## src/msws_pkg.sv

```systemverilog
// package of constants for the mode, sleep and watchdog supervisor
package msws_pkg;
   // ***********************************************
   // register map (byte offsets)
   // ***********************************************
   localparam logic [7:0] ctrl_addr = 8'h00;
   localparam logic [7:0] wdcfg_addr = 8'h04;
   localparam logic [7:0] demand_addr = 8'h08;
   localparam logic [7:0] status_addr = 8'h0C;
   localparam logic [7:0] stclr_addr = 8'h10;
   // ctrl field positions
   localparam int ctrl_opm_bit = 0;
   localparam int ctrl_gts_bit = 1;
   localparam int ctrl_lwk_bit = 2;
   localparam int ctrl_wdmask_bit = 3;
   localparam int ctrl_run_bit = 4;
   localparam int ctrl_rsc_bit = 5;
   // status field positions
   localparam int st_wd_bit = 0;
   localparam int st_sleep_bit = 1;
   localparam int st_perm_bit = 2;
   localparam int st_drv_bit = 3;
   localparam int st_rst_bit = 4;
   // ***********************************************
   // timing
   // ***********************************************
   localparam int clk_mhz = 125;
   localparam int rst_pulse_ms = 10;
   localparam int holdoff_ms = 100;
   localparam int bus_wake_us = 50;
   localparam int rst_pulse_cycles = rst_pulse_ms * 1000 * clk_mhz;
   localparam int holdoff_cycles = holdoff_ms * 1000 * clk_mhz;
   localparam int bus_wake_cycles = bus_wake_us * clk_mhz;
   localparam int tick_cycles = 1000 * clk_mhz; // one interval unit = 1 ms
   localparam logic [31:0] resp_okay = 32'h0;
   typedef enum {st_reset, st_holdoff, st_run} msws_wd_type;
endpackage

```

## src/msws_top.sv

```systemverilog
// mode select, sleep control, host reset and window watchdog
//
// Added by the designer: the register offsets and the AXI4-Lite register port.
`timescale 1ns/1ps
module msws_top #(
   parameter int rst_pulse_len = msws_pkg::rst_pulse_cycles,
   parameter int holdoff_len = msws_pkg::holdoff_cycles,
   parameter int bus_wake_len = msws_pkg::bus_wake_cycles,
   parameter int tick_len = msws_pkg::tick_cycles,
   parameter logic [31:0] nonvolatile_defaults = 32'h0000_0000
)(
   input wire logic aclk, // system clock
   input wire logic aresetn, // synchronous reset, low
   input wire logic [7:0] s_axi_awaddr, // write address
   input wire logic s_axi_awvalid, // write address valid
   output logic s_axi_awready, // write address ready
   input wire logic [31:0] s_axi_wdata, // write data
   input wire logic [3:0] s_axi_wstrb, // write strobes
   input wire logic s_axi_wvalid, // write data valid
   output logic s_axi_wready, // write data ready
   output logic [1:0] s_axi_bresp, // write response
   output logic s_axi_bvalid, // write response valid
   input wire logic s_axi_bready, // write response ready
   input wire logic [7:0] s_axi_araddr, // read address
   input wire logic s_axi_arvalid, // read address valid
   output logic s_axi_arready, // read address ready
   output logic [31:0] s_axi_rdata, // read data
   output logic [1:0] s_axi_rresp, // read response
   output logic s_axi_rvalid, // read data valid
   input wire logic s_axi_rready, // read data ready
   input wire logic bus_pin_in, // bus pin level (async)
   input wire logic key_switch_input, // key switch (async)
   input wire logic host_heartbeat_in, // heartbeat (async)
   input wire logic [9:0] pwm_demand_value, // duty measured on bus pin
   input wire logic ext_reg_uv, // external regulator undervoltage
   input wire logic pump_good, // charge pump good (async)
   output logic [9:0] demand_value, // selected demand
   output logic host_reset_n, // host reset, low active
   output logic regulators_on, // regulators and clock enable
   output logic drive_enable, // gate drive allowed
   output logic motor_restart // restart request pulse
);
   // ***********************************************
   // input synchronisers
   // ***********************************************
   logic [3:0] sync_a;
   logic [3:0] sync_b;
   logic bus_s, key_s, hb_s, pump_s;
   // two flops per async input
   always_ff @(posedge aclk)
   begin
      sync_a <= {pump_good, host_heartbeat_in, key_switch_input, bus_pin_in};
      sync_b <= sync_a;
   end
   assign bus_s = sync_b[0];
   assign key_s = sync_b[1];
   assign hb_s = sync_b[2];
   assign pump_s = sync_b[3];
   logic bus_d, key_d, hb_d;
   always_ff @(posedge aclk)
   begin
      bus_d <= bus_s;
      key_d <= key_s;
      hb_d <= hb_s;
   end
   logic hb_edge, key_rise, key_fall;
   assign hb_edge = hb_s ^ hb_d;
   assign key_rise = key_s & ~key_d;
   assign key_fall = ~key_s & key_d;

   // ***********************************************
   // registers and AXI4-Lite slave
   // ***********************************************
   logic [31:0] ctrl, wdcfg, demand_reg;
   logic asleep, perm_sleep, wd_fault, first_xfer;
   logic aw_hold, w_hold;
   logic [7:0] aw_addr;
   logic [31:0] w_data;
   logic wd_set, wake, sleep_go;
   logic do_write;
   assign s_axi_awready = ~aw_hold & ~s_axi_bvalid;
   assign s_axi_wready = ~w_hold & ~s_axi_bvalid;
   assign do_write = aw_hold & w_hold & ~s_axi_bvalid;
   // address and data capture in either order
   always_ff @(posedge aclk)
   begin
      if (!aresetn || do_write)
      begin
         aw_hold <= 1'b0;
         w_hold <= 1'b0;
      end
      else
      begin
         if (s_axi_awvalid && s_axi_awready)
         begin
            aw_hold <= 1'b1;
            aw_addr <= s_axi_awaddr;
         end
         if (s_axi_wvalid && s_axi_wready)
         begin
            w_hold <= 1'b1;
            w_data <= s_axi_wdata;
         end
      end
   end
   // write response
   always_ff @(posedge aclk)
   begin
      if (!aresetn)
         s_axi_bvalid <= 1'b0;
      else if (do_write)
         s_axi_bvalid <= 1'b1;
      else if (s_axi_bready)
         s_axi_bvalid <= 1'b0;
   end
   assign s_axi_bresp = 2'h0;
   // register writes; waking reloads defaults
   always_ff @(posedge aclk)
   begin
      if (!aresetn || wake)
      begin
         ctrl <= nonvolatile_defaults;
         wdcfg <= 32'h0000_0000;
         demand_reg <= 32'h0000_0000;
      end
      else if (do_write && !asleep)
      begin
         case (aw_addr)
            msws_pkg::ctrl_addr: ctrl <= w_data;
            msws_pkg::wdcfg_addr: wdcfg <= w_data;
            msws_pkg::demand_addr: demand_reg <= w_data;
            default: ;
         endcase
      end
   end
   // first valid serial transfer since power-up or wake
   always_ff @(posedge aclk)
   begin
      if (!aresetn || wake)
         first_xfer <= 1'b0;
      else if (do_write)
         first_xfer <= 1'b1;
   end
   // read channel
   logic [31:0] status_word;
   assign status_word = {27'h0, ~host_reset_n, drive_enable, perm_sleep,
      asleep, wd_fault};
   assign s_axi_arready = ~s_axi_rvalid;
   assign s_axi_rresp = 2'h0;
   always_ff @(posedge aclk)
   begin
      if (!aresetn)
      begin
         s_axi_rvalid <= 1'b0;
         s_axi_rdata <= 32'h0;
      end
      else if (s_axi_arvalid && s_axi_arready)
      begin
         s_axi_rvalid <= 1'b1;
         case (s_axi_araddr)
            msws_pkg::ctrl_addr: s_axi_rdata <= ctrl;
            msws_pkg::wdcfg_addr: s_axi_rdata <= wdcfg;
            msws_pkg::demand_addr: s_axi_rdata <= demand_reg;
            msws_pkg::status_addr: s_axi_rdata <= status_word;
            default: s_axi_rdata <= 32'h0;
         endcase
      end
      else if (s_axi_rready)
         s_axi_rvalid <= 1'b0;
   end
   logic operating_style_select, go_to_sleep_request, wake_style_select;
   logic wd_mask;
   logic [3:0] fail_cycle_limit;
   logic [7:0] heartbeat_min_interval, heartbeat_window_length;
   assign operating_style_select = ctrl[msws_pkg::ctrl_opm_bit];
   assign go_to_sleep_request = ctrl[msws_pkg::ctrl_gts_bit];
   assign wake_style_select = ctrl[msws_pkg::ctrl_lwk_bit];
   assign wd_mask = ctrl[msws_pkg::ctrl_wdmask_bit];
   assign heartbeat_min_interval = wdcfg[7:0];
   assign heartbeat_window_length = wdcfg[15:8];
   assign fail_cycle_limit = wdcfg[19:16];

   // ***********************************************
   // demand selection
   // ***********************************************
   always_ff @(posedge aclk)
   begin
      if (operating_style_select)
         demand_value <= pwm_demand_value;
      else
         demand_value <= demand_reg[9:0];
   end

   // ***********************************************
   // sleep and wake
   // ***********************************************
   logic gts_d, perm_go;
   always_ff @(posedge aclk)
   begin
      if (!aresetn)
         gts_d <= 1'b0;
      else
         gts_d <= go_to_sleep_request;
   end
   // sleep request on 0-to-1; a missed one needs a fresh 0 then 1
   assign sleep_go = !asleep && ((go_to_sleep_request && !gts_d &&
      (operating_style_select || bus_s))
      || (operating_style_select && key_fall));
   // bus wake timing
   logic [31:0] wake_cnt;
   logic bus_wake, bus_wake_lvl;
   always_ff @(posedge aclk)
   begin
      if (!asleep || bus_s != bus_d)
         wake_cnt <= 32'h0;
      else if (wake_cnt < 32'(bus_wake_len) + 32'h1)
         wake_cnt <= wake_cnt + 32'h1;
   end
   always_comb
   begin
      if (wake_style_select)
         bus_wake = bus_s && !bus_d &&
            wake_cnt > 32'(bus_wake_len);
      else
         bus_wake = wake_cnt == 32'(bus_wake_len) &&
            bus_s != bus_wake_lvl;
   end
   // level at sleep entry; a change held long wakes
   always_ff @(posedge aclk)
   begin
      if (!asleep || bus_wake)
         bus_wake_lvl <= bus_s;
   end
   // permanent sleep ignores every wake source
   assign wake = asleep && !perm_sleep
      && (bus_wake || key_rise);
   always_ff @(posedge aclk)
   begin
      if (!aresetn)
      begin
         asleep <= 1'b0;
         perm_sleep <= 1'b0;
      end
      else if (perm_go)
      begin
         asleep <= 1'b1;
         perm_sleep <= 1'b1;
      end
      else if (sleep_go)
         asleep <= 1'b1;
      else if (wake)
         asleep <= 1'b0;
   end
   assign regulators_on = ~asleep;

   // ***********************************************
   // host reset and watchdog
   // ***********************************************
   msws_pkg::msws_wd_type wd_state;
   logic [31:0] wd_cnt, tick_cnt, ms_cnt;
   logic [3:0] fail_cnt;
   logic drive_block, early, late, hold_low, mask_cut;
   assign hold_low = asleep || ext_reg_uv;
   logic boot_phase;
   // power-up or wake pulse, the only pulse a serial write may cut short
   always_ff @(posedge aclk)
   begin
      if (!aresetn || wake)
         boot_phase <= 1'b1;
      else if (wd_state == msws_pkg::st_holdoff)
         boot_phase <= 1'b0;
   end
   assign mask_cut = wd_mask && first_xfer && boot_phase;
   assign early = hb_edge && ms_cnt < 32'(heartbeat_min_interval);
   assign late = ms_cnt >= 32'(heartbeat_min_interval) +
      32'(heartbeat_window_length);
   always_ff @(posedge aclk)
   begin
      if (!aresetn || hold_low || wd_state != msws_pkg::st_run || hb_edge
         || tick_cnt == 32'(tick_len) - 32'h1)
         tick_cnt <= 32'h0;
      else
         tick_cnt <= tick_cnt + 32'h1;
   end
   // ms interval counter since last edge
   always_ff @(posedge aclk)
   begin
      if (!aresetn || hold_low || wd_state != msws_pkg::st_run || hb_edge)
         ms_cnt <= 32'h0;
      else if (tick_cnt == 32'(tick_len) - 32'h1)
         ms_cnt <= ms_cnt + 32'h1;
   end
   logic first_edge;
   assign wd_set = !wd_mask && wd_state == msws_pkg::st_run &&
      ((early && !first_edge) || late);
   assign perm_go = wd_set && fail_cycle_limit != 4'h0 &&
      fail_cnt == fail_cycle_limit;
   always_ff @(posedge aclk)
   begin
      if (!aresetn || hold_low)
      begin
         wd_state <= msws_pkg::st_reset;
         wd_cnt <= 32'h0;
         first_edge <= 1'b1;
      end
      else
      begin
         case (wd_state)
            msws_pkg::st_reset:
               if (mask_cut || wd_cnt >= 32'(rst_pulse_len) - 32'h1)
               begin
                  wd_state <= msws_pkg::st_holdoff;
                  wd_cnt <= 32'h0;
               end
               else
                  wd_cnt <= wd_cnt + 32'h1;
            msws_pkg::st_holdoff:
               if (wd_cnt >= 32'(holdoff_len) - 32'h1)
               begin
                  wd_state <= msws_pkg::st_run;
                  first_edge <= 1'b1;
               end
               else
                  wd_cnt <= wd_cnt + 32'h1;
            msws_pkg::st_run:
               if (wd_set)
               begin
                  wd_state <= msws_pkg::st_reset;
                  wd_cnt <= 32'h0;
               end
               else if (hb_edge)
                  first_edge <= 1'b0;
            default: wd_state <= msws_pkg::st_reset;
         endcase
      end
   end
   always_ff @(posedge aclk)
   begin
      if (!aresetn)
         host_reset_n <= 1'b0;
      else
         host_reset_n <= !hold_low
            && wd_state != msws_pkg::st_reset;
   end
   // fail counter, fault flag, drive block
   always_ff @(posedge aclk)
   begin
      if (!aresetn || hold_low)
      begin
         fail_cnt <= 4'h0;
         wd_fault <= 1'b0;
         drive_block <= 1'b0;
         motor_restart <= 1'b0;
      end
      else
      begin
         motor_restart <= 1'b0;
         if (wd_set)
         begin
            fail_cnt <= fail_cnt + 4'h1;
            wd_fault <= 1'b1;
            drive_block <= 1'b1;
         end
         else
         begin
            if (do_write && aw_addr == msws_pkg::stclr_addr &&
               w_data[msws_pkg::st_wd_bit])
               wd_fault <= 1'b0;
            if (wd_state == msws_pkg::st_run && hb_edge)
            begin
               fail_cnt <= 4'h0;
               drive_block <= 1'b0;
               motor_restart <= drive_block && ctrl[msws_pkg::ctrl_run_bit]
                  && ctrl[msws_pkg::ctrl_rsc_bit]
                  && demand_value != 10'h000;
            end
         end
      end
   end
   assign drive_enable = pump_s && !asleep && host_reset_n
      && !drive_block;

   // ***********************************************
   // assertions
   // ***********************************************
   property p_sleep_reset;
      @(posedge aclk) disable iff (!aresetn) asleep |=> !host_reset_n;
   endproperty
   a_sleep_reset: assert property (p_sleep_reset)
      else $error("host reset not low in sleep");
   property p_perm_stays;
      @(posedge aclk) disable iff (!aresetn) perm_sleep |=> asleep;
   endproperty
   a_perm_stays: assert property (p_perm_stays)
      else $error("left permanent sleep");
   property p_fault_reset;
      @(posedge aclk) disable iff (!aresetn) wd_set |=> ##1 !host_reset_n;
   endproperty
   a_fault_reset: assert property (p_fault_reset)
      else $error("fault did not pulse reset");
   property p_mask;
      @(posedge aclk) disable iff (!aresetn) wd_mask |-> !wd_set;
   endproperty
   a_mask: assert property (p_mask)
      else $error("masked watchdog acted");
   property p_block;
      @(posedge aclk) disable iff (!aresetn) wd_set |=> !drive_enable;
   endproperty
   a_block: assert property (p_block)
      else $error("drive on after failure");
   property p_pump;
      @(posedge aclk) disable iff (!aresetn) !pump_s |-> !drive_enable;
   endproperty
   a_pump: assert property (p_pump)
      else $error("drive on before pump good");
   property p_reg_off;
      @(posedge aclk) disable iff (!aresetn) sleep_go |=> !regulators_on;
   endproperty
   a_reg_off: assert property (p_reg_off)
      else $error("regulators on in sleep");
   property p_sticky;
      @(posedge aclk) disable iff (!aresetn)
         wd_fault && !hold_low && !do_write |=> wd_fault;
   endproperty
   a_sticky: assert property (p_sticky)
      else $error("fault flag dropped");
endmodule

```

## config.mk

```make
export PLATFORM = sky130hd
export DESIGN_NAME = msws_top
export DESIGN_NICKNAME = d
export VERILOG_FILES = /design/src/msws_pkg.sv /design/src/msws_top.sv
export SDC_FILE = /design/constraint.sdc
export NUM_CORES = 1
export LEC_CHECK = 0
export ABC_AREA = 1
export BUFFER_PORTS_ARGS = -buffer_cell sky130_fd_sc_hd__buf_4
export CAP_MARGIN = 20
export CORE_UTILIZATION = 65
export DETAILED_ROUTE_END_ITERATION = 16
export PLACE_DENSITY = 0.85
export SYNTH_ARGS = -nofsm -noshare
export SYNTH_HDL_FRONTEND = slang
export SYNTH_SLANG_ARGS = --single-unit
export TNS_END_PERCENT = 10
```

## constraint.sdc

```tcl
create_clock -name aclk -period 5.6 [get_ports aclk]
set_clock_uncertainty 0.1 [all_clocks]
set_input_delay 0.56 -clock aclk [delete_from_list [all_inputs] [get_ports aclk]]
set_output_delay 0.56 -clock aclk [all_outputs]
set_load 0.01 [all_outputs]
```

==> results.sh <==
export IMPL_final_setup_tns_ps=0
export IMPL_synth_flop_cell="dfxtp_1"
export IMPL_fmax_mhz=248
export IMPL_r2r_cells=21
export IMPL_die_x_um=159
export IMPL_drt_antenna_violating_nets=0
export IMPL_grt_usage_pct=32.6
export IMPL_drtPass1Iterations=8
export IMPL_drt_total_wl_mm=41.7
export IMPL_grt_max_degree=68
export IMPL_relSlewSlack_pct=28.8
export IMPL_synthTopCellsByArea="dfxtp_1 37%, nand2_1 14%, edfxtp_1 7.7%, nand3_1 6.0%, a21oi_1 5.4%"
export IMPL_worstSetupPathType="flip-flop to flip-flop"
export IMPL_final_hold_violation_count=0
export IMPL_synth_seq_cells=338
export IMPL_rsz0062_at_grt="no"
export IMPL_seq_area_frac_synth_pct=44.9
export IMPL_core_rowCount=57
export IMPL_min_from="pump_good"
export IMPL_ff2ff_setup_slack_ps=1580
export IMPL_cp_data_required_time_ps=5920
export IMPL_holdPathEnd="sync_a[3]$_DFF_P_"
export IMPL_synth_edf_count=41
export IMPL_grt_overflow_total=0
export IMPL_die_area_um2=25200
export IMPL_start_util_pct=66.0
export IMPL_powerDensity_nw_per_um2=272
export IMPL_fp_coreArea_um2=24200
export IMPL_period_minus_slack_ps=4020
export IMPL_cts_hold_repair_buffers=0
export IMPL_vdd_ir_drop_worst_mv=0.347
export IMPL_root_buffer="clkbuf_16"
export IMPL_layout_nets=2376
export IMPL_slew_viol_final=0
export IMPL_die_height_um=159
export IMPL_r2r_end="wd_cnt[2]$_SDFFE_PP0P_"
export IMPL_busiest_layer="met2"
export IMPL_drc_errors=0
export IMPL_syn_area_per_cell_um2=7.34
export IMPL_netlist_instances=2179
export IMPL_finalSetupViolations=0
export IMPL_drtIter0Drc=1361
export IMPL_path_clk_slew_ps=70
export IMPL_vias=15000
export IMPL_post_cts_buffers=0
export IMPL_grtUsageMet1_pct=41.2
export IMPL_synth_area_leader_cell="dfxtp_1"
export IMPL_grt_pass1_wl_mm=67.8
export IMPL_worst_slack_ps=1580
export IMPL_routedWlPerCell_um=15.9
export IMPL_worst_pin_slew_ps=1060
export IMPL_antenna_found_initial=0
export IMPL_drt_vias_per_instance=5.73
export IMPL_crit_fanout=28
export IMPL_hold_worst_slack_ps=39.3
export IMPL_gp_congestion=0.934
export IMPL_status="finished clean"
export IMPL_cts_sinks=338
export IMPL_use_met3_pct=4.08
export IMPL_start_kind="flip-flop"
export IMPL_diodes=0
export IMPL_p_leak_nw=6.73
export IMPL_finalCritPeriodShare_pct=71.9
export IMPL_max_cap_viol_count=0
export IMPL_port_buffers=120
export IMPL_holdPathStages=1
export IMPL_synth_top_cell_area_share_pct=37.2
export IMPL_clockBufferDepth=3
export IMPL_cts_resized=0
export IMPL_drive_gt1_share_pct=10.8
export IMPL_io_pins=129
export IMPL_netlist_area_um2=16000
export IMPL_power_total_w=0.00495
export IMPL_place_hpwl_mm=27.8
export IMPL_grt_pass1_vias=14300
export IMPL_reg2reg_from="wdcfg[2]$_SDFFE_PP0P_"
export IMPL_synth_cell_type_count=49
export IMPL_cts_max_level=2
export IMPL_crit_arrival_ps=4340
export IMPL_hold_class="input pin to flip-flop"
export IMPL_cts_tree="built"
export IMPL_cts_made_buffers=35
export IMPL_fillers=1829
export IMPL_dp_slack_ps=1670
export IMPL_async_flop_share_pct=0
export IMPL_use_met2_pct=55.0
export IMPL_clk_latency_ps=530
export IMPL_ys_warn_count=0
export IMPL_crit_path_end_kind="flip-flop"
export IMPL_area_delta_synth_final_pct=13.7
==> metal layers <==
metal | part of all wire (%) | up-vias
met5 | 0 | -
met3 | 7.1 | 130
met4 | 4.2 | 0
met2 | 47 | 648
met1 | 41 | 6928
li1 | - | 7272
==> cells in the mapped netlist (all sizes together), types with 2 or more instances <==
library cell and n:
o211ai 7, nor3 73, xor2 44, nand3b 11
nand2 609, o22ai 9, o21ai 39, o221ai 2
clkinv 2, dfxtp 297, buf 39, nand3 192
a21oi 205, nor2 196, xnor2 12, nor3b 8
clkbuf 47, o21a 4, and3 2, nand4 47
inv 227, o21bai 3, ha 36, edfxtp 41
nor4 17
==> kinds of logic after synthesis <==
kind of cell	Yosys count	share of synthesized area, %
XOR/XNOR	56	3.07
AO/OA/AOI/OAI	275	9.82
buffers and inverters	315	7.99
adder cells (fa/ha/maj)	37	2.94
flip-flops	338	44.9
AND/OR/NAND/NOR	1157	31.3
other	1	0.0234
==> worst max-delay path by stage <==
stage,from,endpoint,cells past startpoint
after floorplan,wdcfg[2]$_SDFFE_PP0P_,wd_cnt[4]$_SDFFE_PP0P_,22
after global placement,wdcfg[2]$_SDFFE_PP0P_,wd_cnt[16]$_SDFFE_PP0P_,21
after detailed placement,wdcfg[0]$_SDFFE_PP0P_,wd_cnt[31]$_SDFFE_PP0P_,18
after CTS,wdcfg[0]$_SDFFE_PP0P_,wd_cnt[31]$_SDFFE_PP0P_,18
after global routing,wdcfg[2]$_SDFFE_PP0P_,wd_cnt[16]$_SDFFE_PP0P_,21
final,wdcfg[2]$_SDFFE_PP0P_,wd_cnt[2]$_SDFFE_PP0P_,21
==> cells in the final DEF, fill, tap and decap left out, drive strengths merged, types with 12 or more instances in the layout <==
cell,count
nand2,609
dfxtp,297
inv,228
a21oi,205
nor2,196
nand3,192
buf,132
nor3,73
clkbuf,55
nand4,47
xor2,44
edfxtp,41
o21ai,39
ha,36
nor4,17
xnor2,12
==> through the flow <==
| step | area (um^2) | util [%] | std cells |
|---|---|---|---|
| floorplan | 16000 | - | 2182 |
| global placement | 17000 | 70.1 | 2551 |
| detailed placement | 17000 | 70.1 | 2551 |
| CTS | 18100 | 74.9 | 2614 |
| global route | 18200 | 75.0 | 2615 |
| finish | 18200 | 75.0 | 2615 |
==> area by class of cell <==
cell class,instances,area (um^2),share of cell area (%)
clock inverter,8,108,0.592
clock buffer,55,1030,5.68
tap,324,405,2.23
timing repair buffer,132,1010,5.56
multi-input combinational,1529,7580,41.7
inverter,229,860,4.73
sequential,338,7180,39.5
==> power breakdown <==
| group | switching [W] | internal [W] |
|---|---|---|
| Clock | 0.000951 | 0.00137 |
| Sequential | 0.0000178 | 0.00248 |
| Combinational | 0.0000912 | 0.0000482 |
| Total | 0.00106 | 0.00389 |
==> worst max-delay path: stages, from the launching register on <==
cell      delay (ps)
dfxtp_1          330
ha_1             360
a21oi_1          160
nand2_1          100
a21oi_1          150
o21bai_1         110
nand2_1           70
nand2_1           50
a21oi_1          150
xor2_1           160
ha_1             260
a21oi_1          160
o21a_1           130
nand2_1           60
nand2_1           50
nand3_1          170
nand2_1          230
nand2_4          240
nand2_2          450
inv_2            200
nor2_1           140
nor2_1            50
(Power assumes the default switching activity.)
